--- src/hdl/fps_pkg.sv ---
// constants, types and register map of the flash program data/address/status block
package fps_pkg;

  localparam int ADDR_W = 24;
  localparam int DATA_W = 32;

  // register indices; byte address is four times the index
  localparam logic [23:0] IDX_STATUS_HIGH = 24'h0e_0006;
  localparam logic [23:0] IDX_DATA_FIRST_LOW = 24'h0e_0008;
  localparam logic [23:0] IDX_DATA_FIRST_HIGH = 24'h0e_000a;
  localparam logic [23:0] IDX_DATA_SECOND_LOW = 24'h0e_000c;
  localparam logic [23:0] IDX_DATA_SECOND_HIGH = 24'h0e_000e;
  localparam logic [23:0] IDX_ADDR_LOW = 24'h0e_0010;
  localparam logic [23:0] IDX_ADDR_HIGH = 24'h0e_0012;
  localparam logic [23:0] IDX_CONTROL = 24'h0e_0020;
  localparam logic [23:0] IDX_ERROR = 24'h0e_0021;
  localparam logic [23:0] IDX_IRQ_STATUS = 24'h0e_0022;
  localparam logic [23:0] IDX_IRQ_MASK = 24'h0e_0023;

  localparam logic [23:0] BA_STATUS_HIGH = 24'(IDX_STATUS_HIGH * 4);
  localparam logic [23:0] BA_DATA_FIRST_LOW = 24'(IDX_DATA_FIRST_LOW * 4);
  localparam logic [23:0] BA_DATA_FIRST_HIGH = 24'(IDX_DATA_FIRST_HIGH * 4);
  localparam logic [23:0] BA_DATA_SECOND_LOW = 24'(IDX_DATA_SECOND_LOW * 4);
  localparam logic [23:0] BA_DATA_SECOND_HIGH = 24'(IDX_DATA_SECOND_HIGH * 4);
  localparam logic [23:0] BA_ADDR_LOW = 24'(IDX_ADDR_LOW * 4);
  localparam logic [23:0] BA_ADDR_HIGH = 24'(IDX_ADDR_HIGH * 4);
  localparam logic [23:0] BA_CONTROL = 24'(IDX_CONTROL * 4);
  localparam logic [23:0] BA_ERROR = 24'(IDX_ERROR * 4);
  localparam logic [23:0] BA_IRQ_STATUS = 24'(IDX_IRQ_STATUS * 4);
  localparam logic [23:0] BA_IRQ_MASK = 24'(IDX_IRQ_MASK * 4);

  // reset values and writable bits
  localparam logic [15:0] DATA_RST = 16'hffff;
  localparam logic [15:0] ADDR_RST = 16'h0000;
  localparam logic [15:0] DATA_WMASK = 16'hffff;
  localparam logic [15:0] ADDR_LOW_WMASK = 16'hfffc;
  localparam logic [15:0] ADDR_HIGH_WMASK = 16'h001f;
  localparam logic [15:0] CTL_RST = 16'h0000;

  // control register fields
  localparam int CTL_START_BIT = 15;
  localparam int CTL_SUSPEND_REQUEST_BIT = 14;
  localparam int CTL_WORD_BIT = 13;
  localparam int CTL_DWORD_BIT = 12;
  localparam int CTL_ERASE_BIT = 11;
  localparam int CTL_PROT_BIT = 8;
  localparam int CTL_MODSEL_BIT = 7;

  // status-high register fields
  localparam int STAT_BANK_LSB = 8;
  localparam int STAT_SECT_LSB = 0;

  // error and interrupt register fields
  localparam int ERR_FLAG_BIT = 0;
  localparam int IRQ_W = 3;
  localparam int IRQ_DONE_BIT = 0;
  localparam int IRQ_ERR_BIT = 1;
  localparam int IRQ_SUSPEND_REQUEST_BIT = 2;
  localparam logic [2:0] IRQ_MASK_RST = 3'h0;

  typedef enum logic [1:0] {
    FPS_OP_WORD,
    FPS_OP_DWORD,
    FPS_OP_ERASE,
    FPS_OP_PROT
  } fps_op_t;

  typedef enum logic [1:0] {
    FPS_IDLE,
    FPS_RUN,
    FPS_SUSPEND_REQUEST
  } fps_state_t;

  // bank pair and sector pair of one module
  typedef struct packed {
    logic [1:0] bank;
    logic [1:0] sector;
  } fps_stat_t;

  // command handed to the flash engine
  typedef struct packed {
    fps_op_t op;
    logic module_sel;
    logic [20:2] addr;
    logic [63:0] data;
  } fps_cmd_t;

endpackage : fps_pkg

--- src/hdl/fps_reg16.sv ---
// one 16-bit software register with byte lanes and a writable-bit mask
`timescale 1ns/1ps
`default_nettype none
module fps_reg16 #(
  parameter logic [15:0] RST = 16'h0000,
  parameter logic [15:0] WMASK = 16'hffff
) (
  input wire logic clk_in,
  input wire logic rstn_in,
  input wire logic we_in,
  input wire logic [1:0] be_in,
  input wire logic [15:0] wdata_in,
  output logic [15:0] q_out
);

  logic [15:0] q_r;
  logic [15:0] q_nxt;
  logic [15:0] lane;

  always_comb begin
    lane = {{8{be_in[1]}}, {8{be_in[0]}}} & WMASK;
    q_nxt = q_r;
    if (we_in) begin
      // reserved bits never take a write
      q_nxt = (q_r & ~lane) | (wdata_in & lane);
    end
  end

  always_ff @(posedge clk_in or negedge rstn_in) begin
    if (!rstn_in) begin
      q_r <= RST & WMASK;
    end else begin
      q_r <= q_nxt;
    end
  end

  assign q_out = q_r;

endmodule : fps_reg16
`default_nettype wire

--- src/hdl/fps_sticky.sv ---
// sticky event bits, read-to-clear, masked onto one level interrupt
`timescale 1ns/1ps
`default_nettype none
module fps_sticky #(
  parameter int W = 3
) (
  input wire logic clk_in,
  input wire logic rstn_in,
  input wire logic [W-1:0] set_in,
  input wire logic clr_in,
  input wire logic [W-1:0] mask_in,
  output logic [W-1:0] q_out,
  output logic irq_out
);

  logic [W-1:0] q_r;
  logic [W-1:0] q_nxt;
  logic irq_r;
  logic irq_nxt;

  always_comb begin
    // an event in the clearing cycle survives
    q_nxt = (clr_in ? '0 : q_r) | set_in;
    irq_nxt = |(q_nxt & mask_in);
  end

  always_ff @(posedge clk_in or negedge rstn_in) begin
    if (!rstn_in) begin
      q_r <= '0;
      irq_r <= 1'b0;
    end else begin
      q_r <= q_nxt;
      irq_r <= irq_nxt;
    end
  end

  assign q_out = q_r;
  assign irq_out = irq_r;

endmodule : fps_sticky
`default_nettype wire

--- src/hdl/fps_top.sv ---
// flash program data, address and bank/sector status registers on avalon-mm
//
// Design decision made here: the Avalon-MM interface to the registers.
`timescale 1ns/1ps
`default_nettype none
module fps_top (
  input wire logic clk_in,
  input wire logic rstn_in,
  input wire logic [fps_pkg::ADDR_W-1:0] avs_address_in,
  input wire logic avs_read_in,
  input wire logic avs_write_in,
  input wire logic [fps_pkg::DATA_W-1:0] avs_writedata_in,
  input wire logic [3:0] avs_byteenable_in,
  output logic [fps_pkg::DATA_W-1:0] avs_readdata_out,
  output logic avs_waitrequest_out,
  output logic irq_out,
  output logic cmd_start_out,
  output var fps_pkg::fps_cmd_t cmd_out,
  output logic suspend_out,
  input wire logic op_done_in,
  input wire logic op_error_in,
  input wire fps_pkg::fps_stat_t err_loc_in
);
  import fps_pkg::*;

  ////////////////////////////////////////////////////////////////////////////
  // bus slave: one wait cycle, then the access completes

  logic wait_r;
  logic wait_nxt;
  logic [31:0] rdata_r;
  logic [31:0] rdata_nxt;
  logic req;
  logic take;
  logic wr;
  logic [1:0] be;
  logic [15:0] wd;
  logic [15:0] rd16;
  logic hit;

  assign req = avs_read_in | avs_write_in;
  assign take = req & ~wait_r;
  assign wr = take & avs_write_in;
  assign be = avs_byteenable_in[1:0];
  assign wd = avs_writedata_in[15:0];

  logic [15:0] d0l;
  logic [15:0] d0h;
  logic [15:0] d1l;
  logic [15:0] d1h;
  logic [15:0] al;
  logic [15:0] ah;
  logic [15:0] ctl_r;
  logic [15:0] ctl_nxt;
  logic err_r;
  logic err_nxt;
  fps_stat_t ext_r;
  fps_stat_t ext_nxt;
  fps_stat_t int_r;
  fps_stat_t int_nxt;
  fps_stat_t sel_stat;
  logic [IRQ_W-1:0] irq_mask_r;
  logic [IRQ_W-1:0] irq_mask_nxt;
  logic [IRQ_W-1:0] irq_set;
  logic [IRQ_W-1:0] irq_stat;
  logic irq_clr;

  ////////////////////////////////////////////////////////////////////////////
  // data and address holding registers

  fps_reg16 #(.RST(DATA_RST), .WMASK(DATA_WMASK)) u_d0l (
    .clk_in(clk_in), .rstn_in(rstn_in),
    .we_in(wr && avs_address_in == BA_DATA_FIRST_LOW),
    .be_in(be), .wdata_in(wd), .q_out(d0l)
  );
  fps_reg16 #(.RST(DATA_RST), .WMASK(DATA_WMASK)) u_d0h (
    .clk_in(clk_in), .rstn_in(rstn_in),
    .we_in(wr && avs_address_in == BA_DATA_FIRST_HIGH),
    .be_in(be), .wdata_in(wd), .q_out(d0h)
  );
  fps_reg16 #(.RST(DATA_RST), .WMASK(DATA_WMASK)) u_d1l (
    .clk_in(clk_in), .rstn_in(rstn_in),
    .we_in(wr && avs_address_in == BA_DATA_SECOND_LOW),
    .be_in(be), .wdata_in(wd), .q_out(d1l)
  );
  fps_reg16 #(.RST(DATA_RST), .WMASK(DATA_WMASK)) u_d1h (
    .clk_in(clk_in), .rstn_in(rstn_in),
    .we_in(wr && avs_address_in == BA_DATA_SECOND_HIGH),
    .be_in(be), .wdata_in(wd), .q_out(d1h)
  );
  fps_reg16 #(.RST(ADDR_RST), .WMASK(ADDR_LOW_WMASK)) u_al (
    .clk_in(clk_in), .rstn_in(rstn_in),
    .we_in(wr && avs_address_in == BA_ADDR_LOW),
    .be_in(be), .wdata_in(wd), .q_out(al)
  );
  fps_reg16 #(.RST(ADDR_RST), .WMASK(ADDR_HIGH_WMASK)) u_ah (
    .clk_in(clk_in), .rstn_in(rstn_in),
    .we_in(wr && avs_address_in == BA_ADDR_HIGH),
    .be_in(be), .wdata_in(wd), .q_out(ah)
  );

  ////////////////////////////////////////////////////////////////////////////
  // operation sequencer

  fps_state_t state_r;
  fps_state_t state_nxt;
  logic start_r;
  logic start_nxt;
  fps_cmd_t cmd_r;
  fps_cmd_t cmd_nxt;
  logic suspend_request_r;
  logic suspend_request_nxt;
  logic ctl_wr;
  logic [3:0] op_bits;
  logic one_op;
  logic bad_align;
  logic setup_bad;
  fps_op_t op_sel;

  assign ctl_wr = wr && avs_address_in == BA_CONTROL && be == 2'b11;
  assign op_bits = {wd[CTL_WORD_BIT], wd[CTL_DWORD_BIT], wd[CTL_ERASE_BIT], wd[CTL_PROT_BIT]};
  assign one_op = op_bits == 4'b1000 || op_bits == 4'b0100 ||
                  op_bits == 4'b0010 || op_bits == 4'b0001;
  // a misaligned double word is refused rather than silently rounded
  assign bad_align = wd[CTL_DWORD_BIT] & al[2];

  // plain priority: any write data passes here, several op bits are refused later
  always_comb begin
    op_sel = FPS_OP_PROT;
    if (wd[CTL_WORD_BIT]) begin
      op_sel = FPS_OP_WORD;
    end else if (wd[CTL_DWORD_BIT]) begin
      op_sel = FPS_OP_DWORD;
    end else if (wd[CTL_ERASE_BIT]) begin
      op_sel = FPS_OP_ERASE;
    end
  end

  always_comb begin
    state_nxt = state_r;
    ctl_nxt = ctl_r;
    start_nxt = 1'b0;
    cmd_nxt = cmd_r;
    suspend_request_nxt = suspend_request_r;
    err_nxt = err_r;
    ext_nxt = ext_r;
    int_nxt = int_r;
    irq_set = '0;
    setup_bad = 1'b0;
    if (wr && avs_address_in == BA_ERROR && be[0] && !wd[ERR_FLAG_BIT]) begin
      err_nxt = 1'b0;
    end
    unique case (state_r)
      FPS_IDLE: begin
        if (ctl_wr) begin
          ctl_nxt = wd & ((16'h0001 << CTL_SUSPEND_REQUEST_BIT) | (16'h0001 << CTL_MODSEL_BIT) |
                          (16'h0001 << CTL_WORD_BIT) | (16'h0001 << CTL_DWORD_BIT) |
                          (16'h0001 << CTL_ERASE_BIT) | (16'h0001 << CTL_PROT_BIT));
          suspend_request_nxt = wd[CTL_SUSPEND_REQUEST_BIT];
          if (wd[CTL_START_BIT]) begin
            setup_bad = err_r | wd[CTL_SUSPEND_REQUEST_BIT] | ~one_op | bad_align;
            if (setup_bad) begin
              ctl_nxt = CTL_RST;
              suspend_request_nxt = 1'b0;
            end else begin
              ctl_nxt[CTL_START_BIT] = 1'b1;
              state_nxt = FPS_RUN;
              start_nxt = 1'b1;
              // operands are captured once so later writes cannot disturb them
              cmd_nxt.op = op_sel;
              cmd_nxt.module_sel = wd[CTL_MODSEL_BIT];
              cmd_nxt.addr = {ah[4:0], al[15:2]};
              cmd_nxt.data = {d1h, d1l, d0h, d0l};
              if (op_sel == FPS_OP_ERASE) begin
                if (wd[CTL_MODSEL_BIT]) begin
                  int_nxt = '{bank: 2'b11, sector: 2'b11};
                end else begin
                  ext_nxt = '{bank: 2'b11, sector: 2'b11};
                end
              end
            end
          end
        end
      end
      FPS_RUN: begin
        if (op_done_in) begin
          state_nxt = FPS_IDLE;
          ctl_nxt = CTL_RST;
          suspend_request_nxt = 1'b0;
          irq_set[IRQ_DONE_BIT] = 1'b1;
          if (op_error_in) begin
            err_nxt = 1'b1;
            irq_set[IRQ_ERR_BIT] = 1'b1;
            if (cmd_r.op == FPS_OP_ERASE) begin
              // what remains set marks where the erase failed
              if (cmd_r.module_sel) begin
                int_nxt = err_loc_in;
              end else begin
                ext_nxt = err_loc_in;
              end
            end
          end else begin
            ext_nxt = '0;
            int_nxt = '0;
          end
        end else if (ctl_wr && wd[CTL_SUSPEND_REQUEST_BIT]) begin
          // status bits are kept: they now mark the suspended bank and sectors
          state_nxt = FPS_SUSPEND_REQUEST;
          suspend_request_nxt = 1'b1;
          ctl_nxt[CTL_SUSPEND_REQUEST_BIT] = 1'b1;
          ctl_nxt[CTL_START_BIT] = 1'b0;
          irq_set[IRQ_SUSPEND_REQUEST_BIT] = 1'b1;
        end
      end
      FPS_SUSPEND_REQUEST: begin
        if (ctl_wr && wd[CTL_START_BIT] && !wd[CTL_SUSPEND_REQUEST_BIT]) begin
          state_nxt = FPS_RUN;
          suspend_request_nxt = 1'b0;
          start_nxt = 1'b1;
          ctl_nxt[CTL_SUSPEND_REQUEST_BIT] = 1'b0;
          ctl_nxt[CTL_START_BIT] = 1'b1;
        end
      end
      default: begin
        state_nxt = FPS_IDLE;
      end
    endcase
    if (setup_bad) begin
      err_nxt = 1'b1;
      irq_set[IRQ_ERR_BIT] = 1'b1;
    end
  end

  always_ff @(posedge clk_in or negedge rstn_in) begin
    if (!rstn_in) begin
      state_r <= FPS_IDLE;
      ctl_r <= CTL_RST;
      start_r <= 1'b0;
      cmd_r <= '{op: FPS_OP_WORD, module_sel: 1'b0, addr: '0, data: '0};
      suspend_request_r <= 1'b0;
      err_r <= 1'b0;
      ext_r <= '0;
      int_r <= '0;
    end else begin
      state_r <= state_nxt;
      ctl_r <= ctl_nxt;
      start_r <= start_nxt;
      cmd_r <= cmd_nxt;
      suspend_request_r <= suspend_request_nxt;
      err_r <= err_nxt;
      ext_r <= ext_nxt;
      int_r <= int_nxt;
    end
  end

  ////////////////////////////////////////////////////////////////////////////
  // interrupts

  always_comb begin
    irq_mask_nxt = irq_mask_r;
    if (wr && avs_address_in == BA_IRQ_MASK && be[0]) begin
      irq_mask_nxt = wd[IRQ_W-1:0];
    end
  end

  always_ff @(posedge clk_in or negedge rstn_in) begin
    if (!rstn_in) begin
      irq_mask_r <= IRQ_MASK_RST;
    end else begin
      irq_mask_r <= irq_mask_nxt;
    end
  end

  assign irq_clr = take & avs_read_in & (avs_address_in == BA_IRQ_STATUS);

  fps_sticky #(.W(IRQ_W)) u_irq (
    .clk_in(clk_in), .rstn_in(rstn_in), .set_in(irq_set), .clr_in(irq_clr),
    .mask_in(irq_mask_r), .q_out(irq_stat), .irq_out(irq_out)
  );

  ////////////////////////////////////////////////////////////////////////////
  // read mux and handshake

  assign sel_stat = ctl_r[CTL_MODSEL_BIT] ? int_r : ext_r;

  always_comb begin
    hit = 1'b1;
    rd16 = 16'h0000;
    unique case (avs_address_in)
      BA_STATUS_HIGH: begin
        rd16 = 16'h0000;
        rd16[STAT_BANK_LSB +: 2] = sel_stat.bank;
        rd16[STAT_SECT_LSB +: 2] = sel_stat.sector;
      end
      BA_DATA_FIRST_LOW: rd16 = d0l;
      BA_DATA_FIRST_HIGH: rd16 = d0h;
      BA_DATA_SECOND_LOW: rd16 = d1l;
      BA_DATA_SECOND_HIGH: rd16 = d1h;
      BA_ADDR_LOW: rd16 = al;
      BA_ADDR_HIGH: rd16 = ah;
      BA_CONTROL: rd16 = ctl_r;
      BA_ERROR: rd16 = {15'h0000, err_r};
      BA_IRQ_STATUS: rd16 = {13'h0000, irq_stat};
      BA_IRQ_MASK: rd16 = {13'h0000, irq_mask_r};
      default: hit = 1'b0;
    endcase
  end

  always_comb begin
    wait_nxt = 1'b1;
    rdata_nxt = rdata_r;
    if (req && wait_r) begin
      // data is latched a cycle early so the answer comes from a flop
      wait_nxt = 1'b0;
      rdata_nxt = hit ? {16'h0000, rd16} : 32'h0000_0000;
    end
  end

  always_ff @(posedge clk_in or negedge rstn_in) begin
    if (!rstn_in) begin
      wait_r <= 1'b1;
      rdata_r <= 32'h0000_0000;
    end else begin
      wait_r <= wait_nxt;
      rdata_r <= rdata_nxt;
    end
  end

  assign avs_waitrequest_out = wait_r;
  assign avs_readdata_out = rdata_r;
  assign cmd_start_out = start_r;
  assign cmd_out = cmd_r;
  assign suspend_out = suspend_request_r;

endmodule : fps_top
`default_nettype wire

--- config.mk ---
export PLATFORM = sky130hd
export DESIGN_NAME = fps_top
export DESIGN_NICKNAME = d
export VERILOG_FILES = /design/src/hdl/fps_pkg.sv /design/src/hdl/fps_reg16.sv /design/src/hdl/fps_sticky.sv /design/src/hdl/fps_top.sv
export SDC_FILE = /design/constraint.sdc
export NUM_CORES = 1
export LEC_CHECK = 0
export ABC_AREA = 1
export ABC_CLOCK_PERIOD_IN_PS = 2450
export BUFFER_PORTS_ARGS = -buffer_cell sky130_fd_sc_hd__buf_4
export CORE_ASPECT_RATIO = 1.5
export CORE_MARGIN = 2
export CORE_UTILIZATION = 27
export CTS_CLUSTER_SIZE = 25
export DETAILED_ROUTE_END_ITERATION = 10
export PLACE_DENSITY_LB_ADDON = 0.2
export SLEW_MARGIN = 20
export SYNTH_ARGS = -nofsm -noshare
export SYNTH_HDL_FRONTEND = slang
export SYNTH_HIERARCHICAL = 1
export SYNTH_SLANG_ARGS = --single-unit
--- constraint.sdc ---
create_clock -name clk_in -period 2.45 [get_ports clk_in]
set_input_delay 0.3675 -clock clk_in [delete_from_list [all_inputs] [get_ports clk_in]]
set_output_delay 0.3675 -clock clk_in [all_outputs]
set_load 0.02 [all_outputs]
# Word level (Yosys, flattened, before mapping)
# Cells that the tools add are included.
# classes
n_eq_ne	32
n_bitwise	32
mux	71
n_reduce_logical	33
# op_table
op	n
equality test 24 x 22 -> 1 bit (second input constant)	11
one-hot mux 16 bit (11 select lines)	1
bitwise AND 16 bit	8
OR 16 bit	6
2-to-1 mux 4 bit	19
2-to-1 mux 16 bit	3
inverter 16 bit	2
one-hot mux 14 bit (2 select lines)	1
2-to-1 mux 1 bit	25
2-to-1 mux 2 bit	12
AND reduction 9 bit	2
logical AND 1 bit	17
bitwise AND 16 x 5 -> 16 bit	1
inequality test 2 bit (second input constant)	8
inverter 5 -> 16 bit	1
one-hot mux 4 bit (2 select lines)	2
2-to-1 mux 15 bit	1
2-to-1 mux 14 bit	1
inequality test 3 bit (second input constant)	4
one-hot mux 2 bit (3 select lines)	2
OR reduction 11 bit	1
equality test 2 bit (second input constant)	4
AND reduction 4 bit	2
2-to-1 mux 3 bit	2
20 further kinds	32
# word_totals
word_cells	193
out_inout_bits	122
register_bits	251

# Depth between registers and ports, before layout
# depth
word_depth	14
mapped_depth	13

# Hierarchy
# Netlist, hierarchy kept.
# modules_own_cells
module	seq_area_each_um2	area_each_um2	cells_per_inst	instances
fps_top	3129.3	7263.2	916	1
fps_reg16 (u_d0h ...)	420.4	733.2	70	4
fps_reg16 (u_al)	350.3	586.8	64	1
fps_reg16 (u_ah)	125.1	280.3	33	1
fps_sticky	100.1	178.9	18	1

# Least setup slack after synthesis
# No wires, ideal clock.
# synth_timing
path_type	input-to-reg
startpoint	input port avs_address_in[15] (netlist name)
endpoint	register with a tool-made name
setup_slack_ps	569
arrival_ps	1764
cell_stages	10
path_cell_list	nor2_1 nand2_1 inv_1 nand2_1 nor2_4 inv_1 nor4_1 nand2_2 nand2_1 nand2_1
# synth_rtl
item	line_no	source
start, declared	fps_top.sv:9	input wire logic [fps_pkg::ADDR_W-1:0] avs_address_in,

# Worst setup path in the final report
# layout_timing
startpoint	register state_r[0]
endpoint	register ext_r[3] (netlist name)
# layout_via
elab_chain_cells	3
word_cells_on_any_way	13
classes_between	eq/ne (9); mux (1); reduce/logical (3)
# layout_lines
item	line_no	source
start, declared	fps_top.sv:105	fps_state_t state_r;
start signal, assigned	fps_top.sv:245	state_r <= state_nxt;
equality test 2 x 1 -> 1 bit or logical NOT 2 bit (tied branches)	fps_top.sv:153	unique case (state_r)
inequality test 3 bit (no line) (tied with other cells)	--	
AND reduction 9 bit (no line)	--	
end signal, assigned	fps_top.sv:251	ext_r <= ext_nxt;
end, declared	fps_top.sv:57	fps_stat_t ext_r;
# Parallel ways exist; a longest one is shown, timed or not.
# A chain may end at the register's enable or synchronous reset.

==> flow_metrics.tcl <==
set metrics [dict create \
    coreArea_mm2 0.04110 \
    slew_headroom 0.5891 \
    final_util 0.3280 \
    ys.flop_type "dfrtp_1" \
    post_cts_resized 0 \
    tightest_slew_ps 616.4 \
    synth_area_per_cell_um2 8.575 \
    synthCells 1311 \
    status "finished, final reports clean" \
    cts.clk_slew.worst_paths_ps 60 \
    ys_seq_area_frac 0.4791 \
    yosys.area.top_type "dfrtp_1" \
    grt_usage 0.1650 \
    clk_latency_ps 510 \
    synth_top_area_frac 0.3272 \
    grt.overflow.total 0 \
    setup_viol 0 \
    slowest_stage "dfrtp_1" \
    fillers 4421 \
    final_antenna_net_count 0 \
    cp-start-kind "register" \
    drt-wirelength-per-cell_um 17.53 \
    place_area_mm2 0.01287 \
    fin_nets 1534 \
    clockBufferDepth 3 \
    final_cell_area_mm2 0.01348 \
    irDropWorstVdd_mv 0.2748 \
    rows 91 \
    cts-root-buf "clkbuf_16" \
    initial_core_util 0.2735 \
    die_area_mm2 0.04332 \
    finalSetupTns_ps 0 \
    ys_top_cells_by_area "dfrtp_1 (33%), dfstp_2 (15%), nand2_1 (14%)" \
    syn-cell-area_mm2 0.01124 \
    worstSetupEndpointType "register" \
    worstSetupPathType "register to register" \
    routed_via_density 4.444 \
    die_w_um 170.6 \
    synth_cell_type_count 39 \
    synth.ff_latch_count 212 \
    gp_congestion 0.8478 \
    clock_skew_ps 16.51 \
    yosysWarnings 6 \
    post-place-ws_ps 250.8 \
    layout_setup_ws_ps 283.4 \
    cp_data_required_time_ps 2860 \
    rsz0062_at_grt "false" \
    synth_async_sr_flop_share 1.000 \
    path_max_fanout 8 \
    total_power_mw 7.940 \
    clock-sinks 212 \
    arrival_ps 2570 \
    dr.pass1.iters 5 \
    cts_made_buffers 21 \
    mostFrequentLayoutCells "nand2_1 (428), buf_4 (178), dfrtp_1 (147), inv_1 (125), o21ai_2 (86)" \
    ff_latch_area_mm2 0.005386 \
    area_growth_pct 19.91 \
    cap_violations 0 \
    max_freq_mhz 461.5 \
    h-tree-depth 1 \
    slowest_delay_ps 430 \
    cts_tree "yes" \
    drt-total-wl_mm 35.59 \
    p_per_area_mw_per_mm2 589.0 \
    antenna_found_initial 0 \
    power_leakage_nw 6.272 \
    vias 9022 \
    drtIter0Drc 612 \
    holdBufCountCts 1 \
    place_hpwl_mm 26.62 \
    period_minus_slack_ps 2167 \
    hold_class "input port to register" \
    multi_input_area_mm2 0.004717 \
    drv_slew 0 \
    crit_chain "inv_1 -> ha_1 -> inv_1 -> a21oi_1 -> o211ai_1 -> nor2_2 -> nand2_1 -> nand2_1 -> nand2_1" \
    hold_viol 0 \
    layout_commonest_cell "nand2_1" \
    post_cts_buffers 0 \
    ioPinCount 192 \
    synth_edf_count 0 \
    grt_first_pass_wirelength_mm 54.14 \
    grt_start_max_net_pins 75 \
    drive_gt1_frac 0.3111 \
    io_buffer_count 157 \
    die_height_um 253.9 \
    diodes 0 \
    min_period_over_period 0.8843 \
    cpMostUsedCell "nand2_1" \
    grt_pass1_vias 8915 \
    drc_errors 0 \
]
## stage by stage
step | hold WS [ps] | instances
after CTS | 127.3 | 2030
after detailed placement | 419.8 | 1993
final | 144.9 | 2030
after global routing | 138.3 | 2030
after global placement | 416.8 | 1993
after floorplan | 71.91 | 1337
## kinds of logic (layout without fill, tap and decap cells)
kind of cell	count (synthesis)	in the layout	synth area share
AOI/OAI and AO/OA	136	136	0.09048
muxes	4	4	0.003673
other	3	29	0.001002
and+or+nand+nor	730	730	0.3063
DFF	212	212	0.4791
adders and majority gates	5	5	0.005565
buffers and inverters	221	356	0.1139
## worst max-delay path, delay by kind of cell (launching register included)
family          cells  cell delay [ps]
buf+inv             2              250
simple gates        4              530
flops               1              430
compound gates      2              470
fa+ha+maj           1              380
## per-layer routing
metal | track usage | vias to the layer above | routed length [µm]
met5 | 0 | - | 0
met4 | 0.06154 | 0 | 1192
met3 | 0.02025 | 45 | 1475
met2 | 0.2992 | 228 | 18550
met1 | 0.1978 | 4289 | 14370
li1 | - | 4460 | -
## power breakdown
group | internal [mW] | switching, mW
clock network | 1.62 | 1.38
registers | 3.65 | 0.113
logic | 0.347 | 0.821
## layout make-up
class / count / share of cell area
timing repair buffer: 192 / 0.1187
multi-input combinational: 904 / 0.3499
clock inverter: 3 / 0.001299
inverter: 128 / 0.03564
sequential: 212 / 0.3996
tap: 558 / 0.05179
clock buffer: 33 / 0.04307
## path summary, 6_finish.rpt
check	startpoint	endpoint	slack (ps)	depth (start not counted)
max in group asynchronous	rstn_in	async pin	1190	3
worst max-delay path	state_r[0]	ext_r[3]	280	9
min in group asynchronous	rstn_in	cmd_out[64]	440	2
worst min-delay path	avs_writedata_in[1]	register	140	3
worst min register to register	register	register	460	2
worst max register to register	state_r[0]	ext_r[3]	280	9
## cell usage after synthesis, types with 3 or more instances
| cell type | count |
|---|---|
| a21oi_1 | 21 |
| buf_12 | 4 |
| nand2_2 | 21 |
| dfstp_2 | 65 |
| nor2_1 | 68 |
| o21ai_2 | 86 |
| conb_1 | 3 |
| nand3_2 | 44 |
| nand3_1 | 77 |
| inv_1 | 125 |
| nand4_1 | 66 |
| nor4_1 | 6 |
| inv_2 | 3 |
| buf_2 | 13 |
| buf_1 | 4 |
| dfrtp_1 | 147 |
| nand2_1 | 428 |
| nor2_4 | 6 |
| mux2i_1 | 3 |
| clkbuf_1 | 3 |
| buf_6 | 28 |
| ha_1 | 5 |
| buf_4 | 39 |
| nor2_2 | 9 |
| o21ai_0 | 21 |
Power figures use the tool's default switching activity.
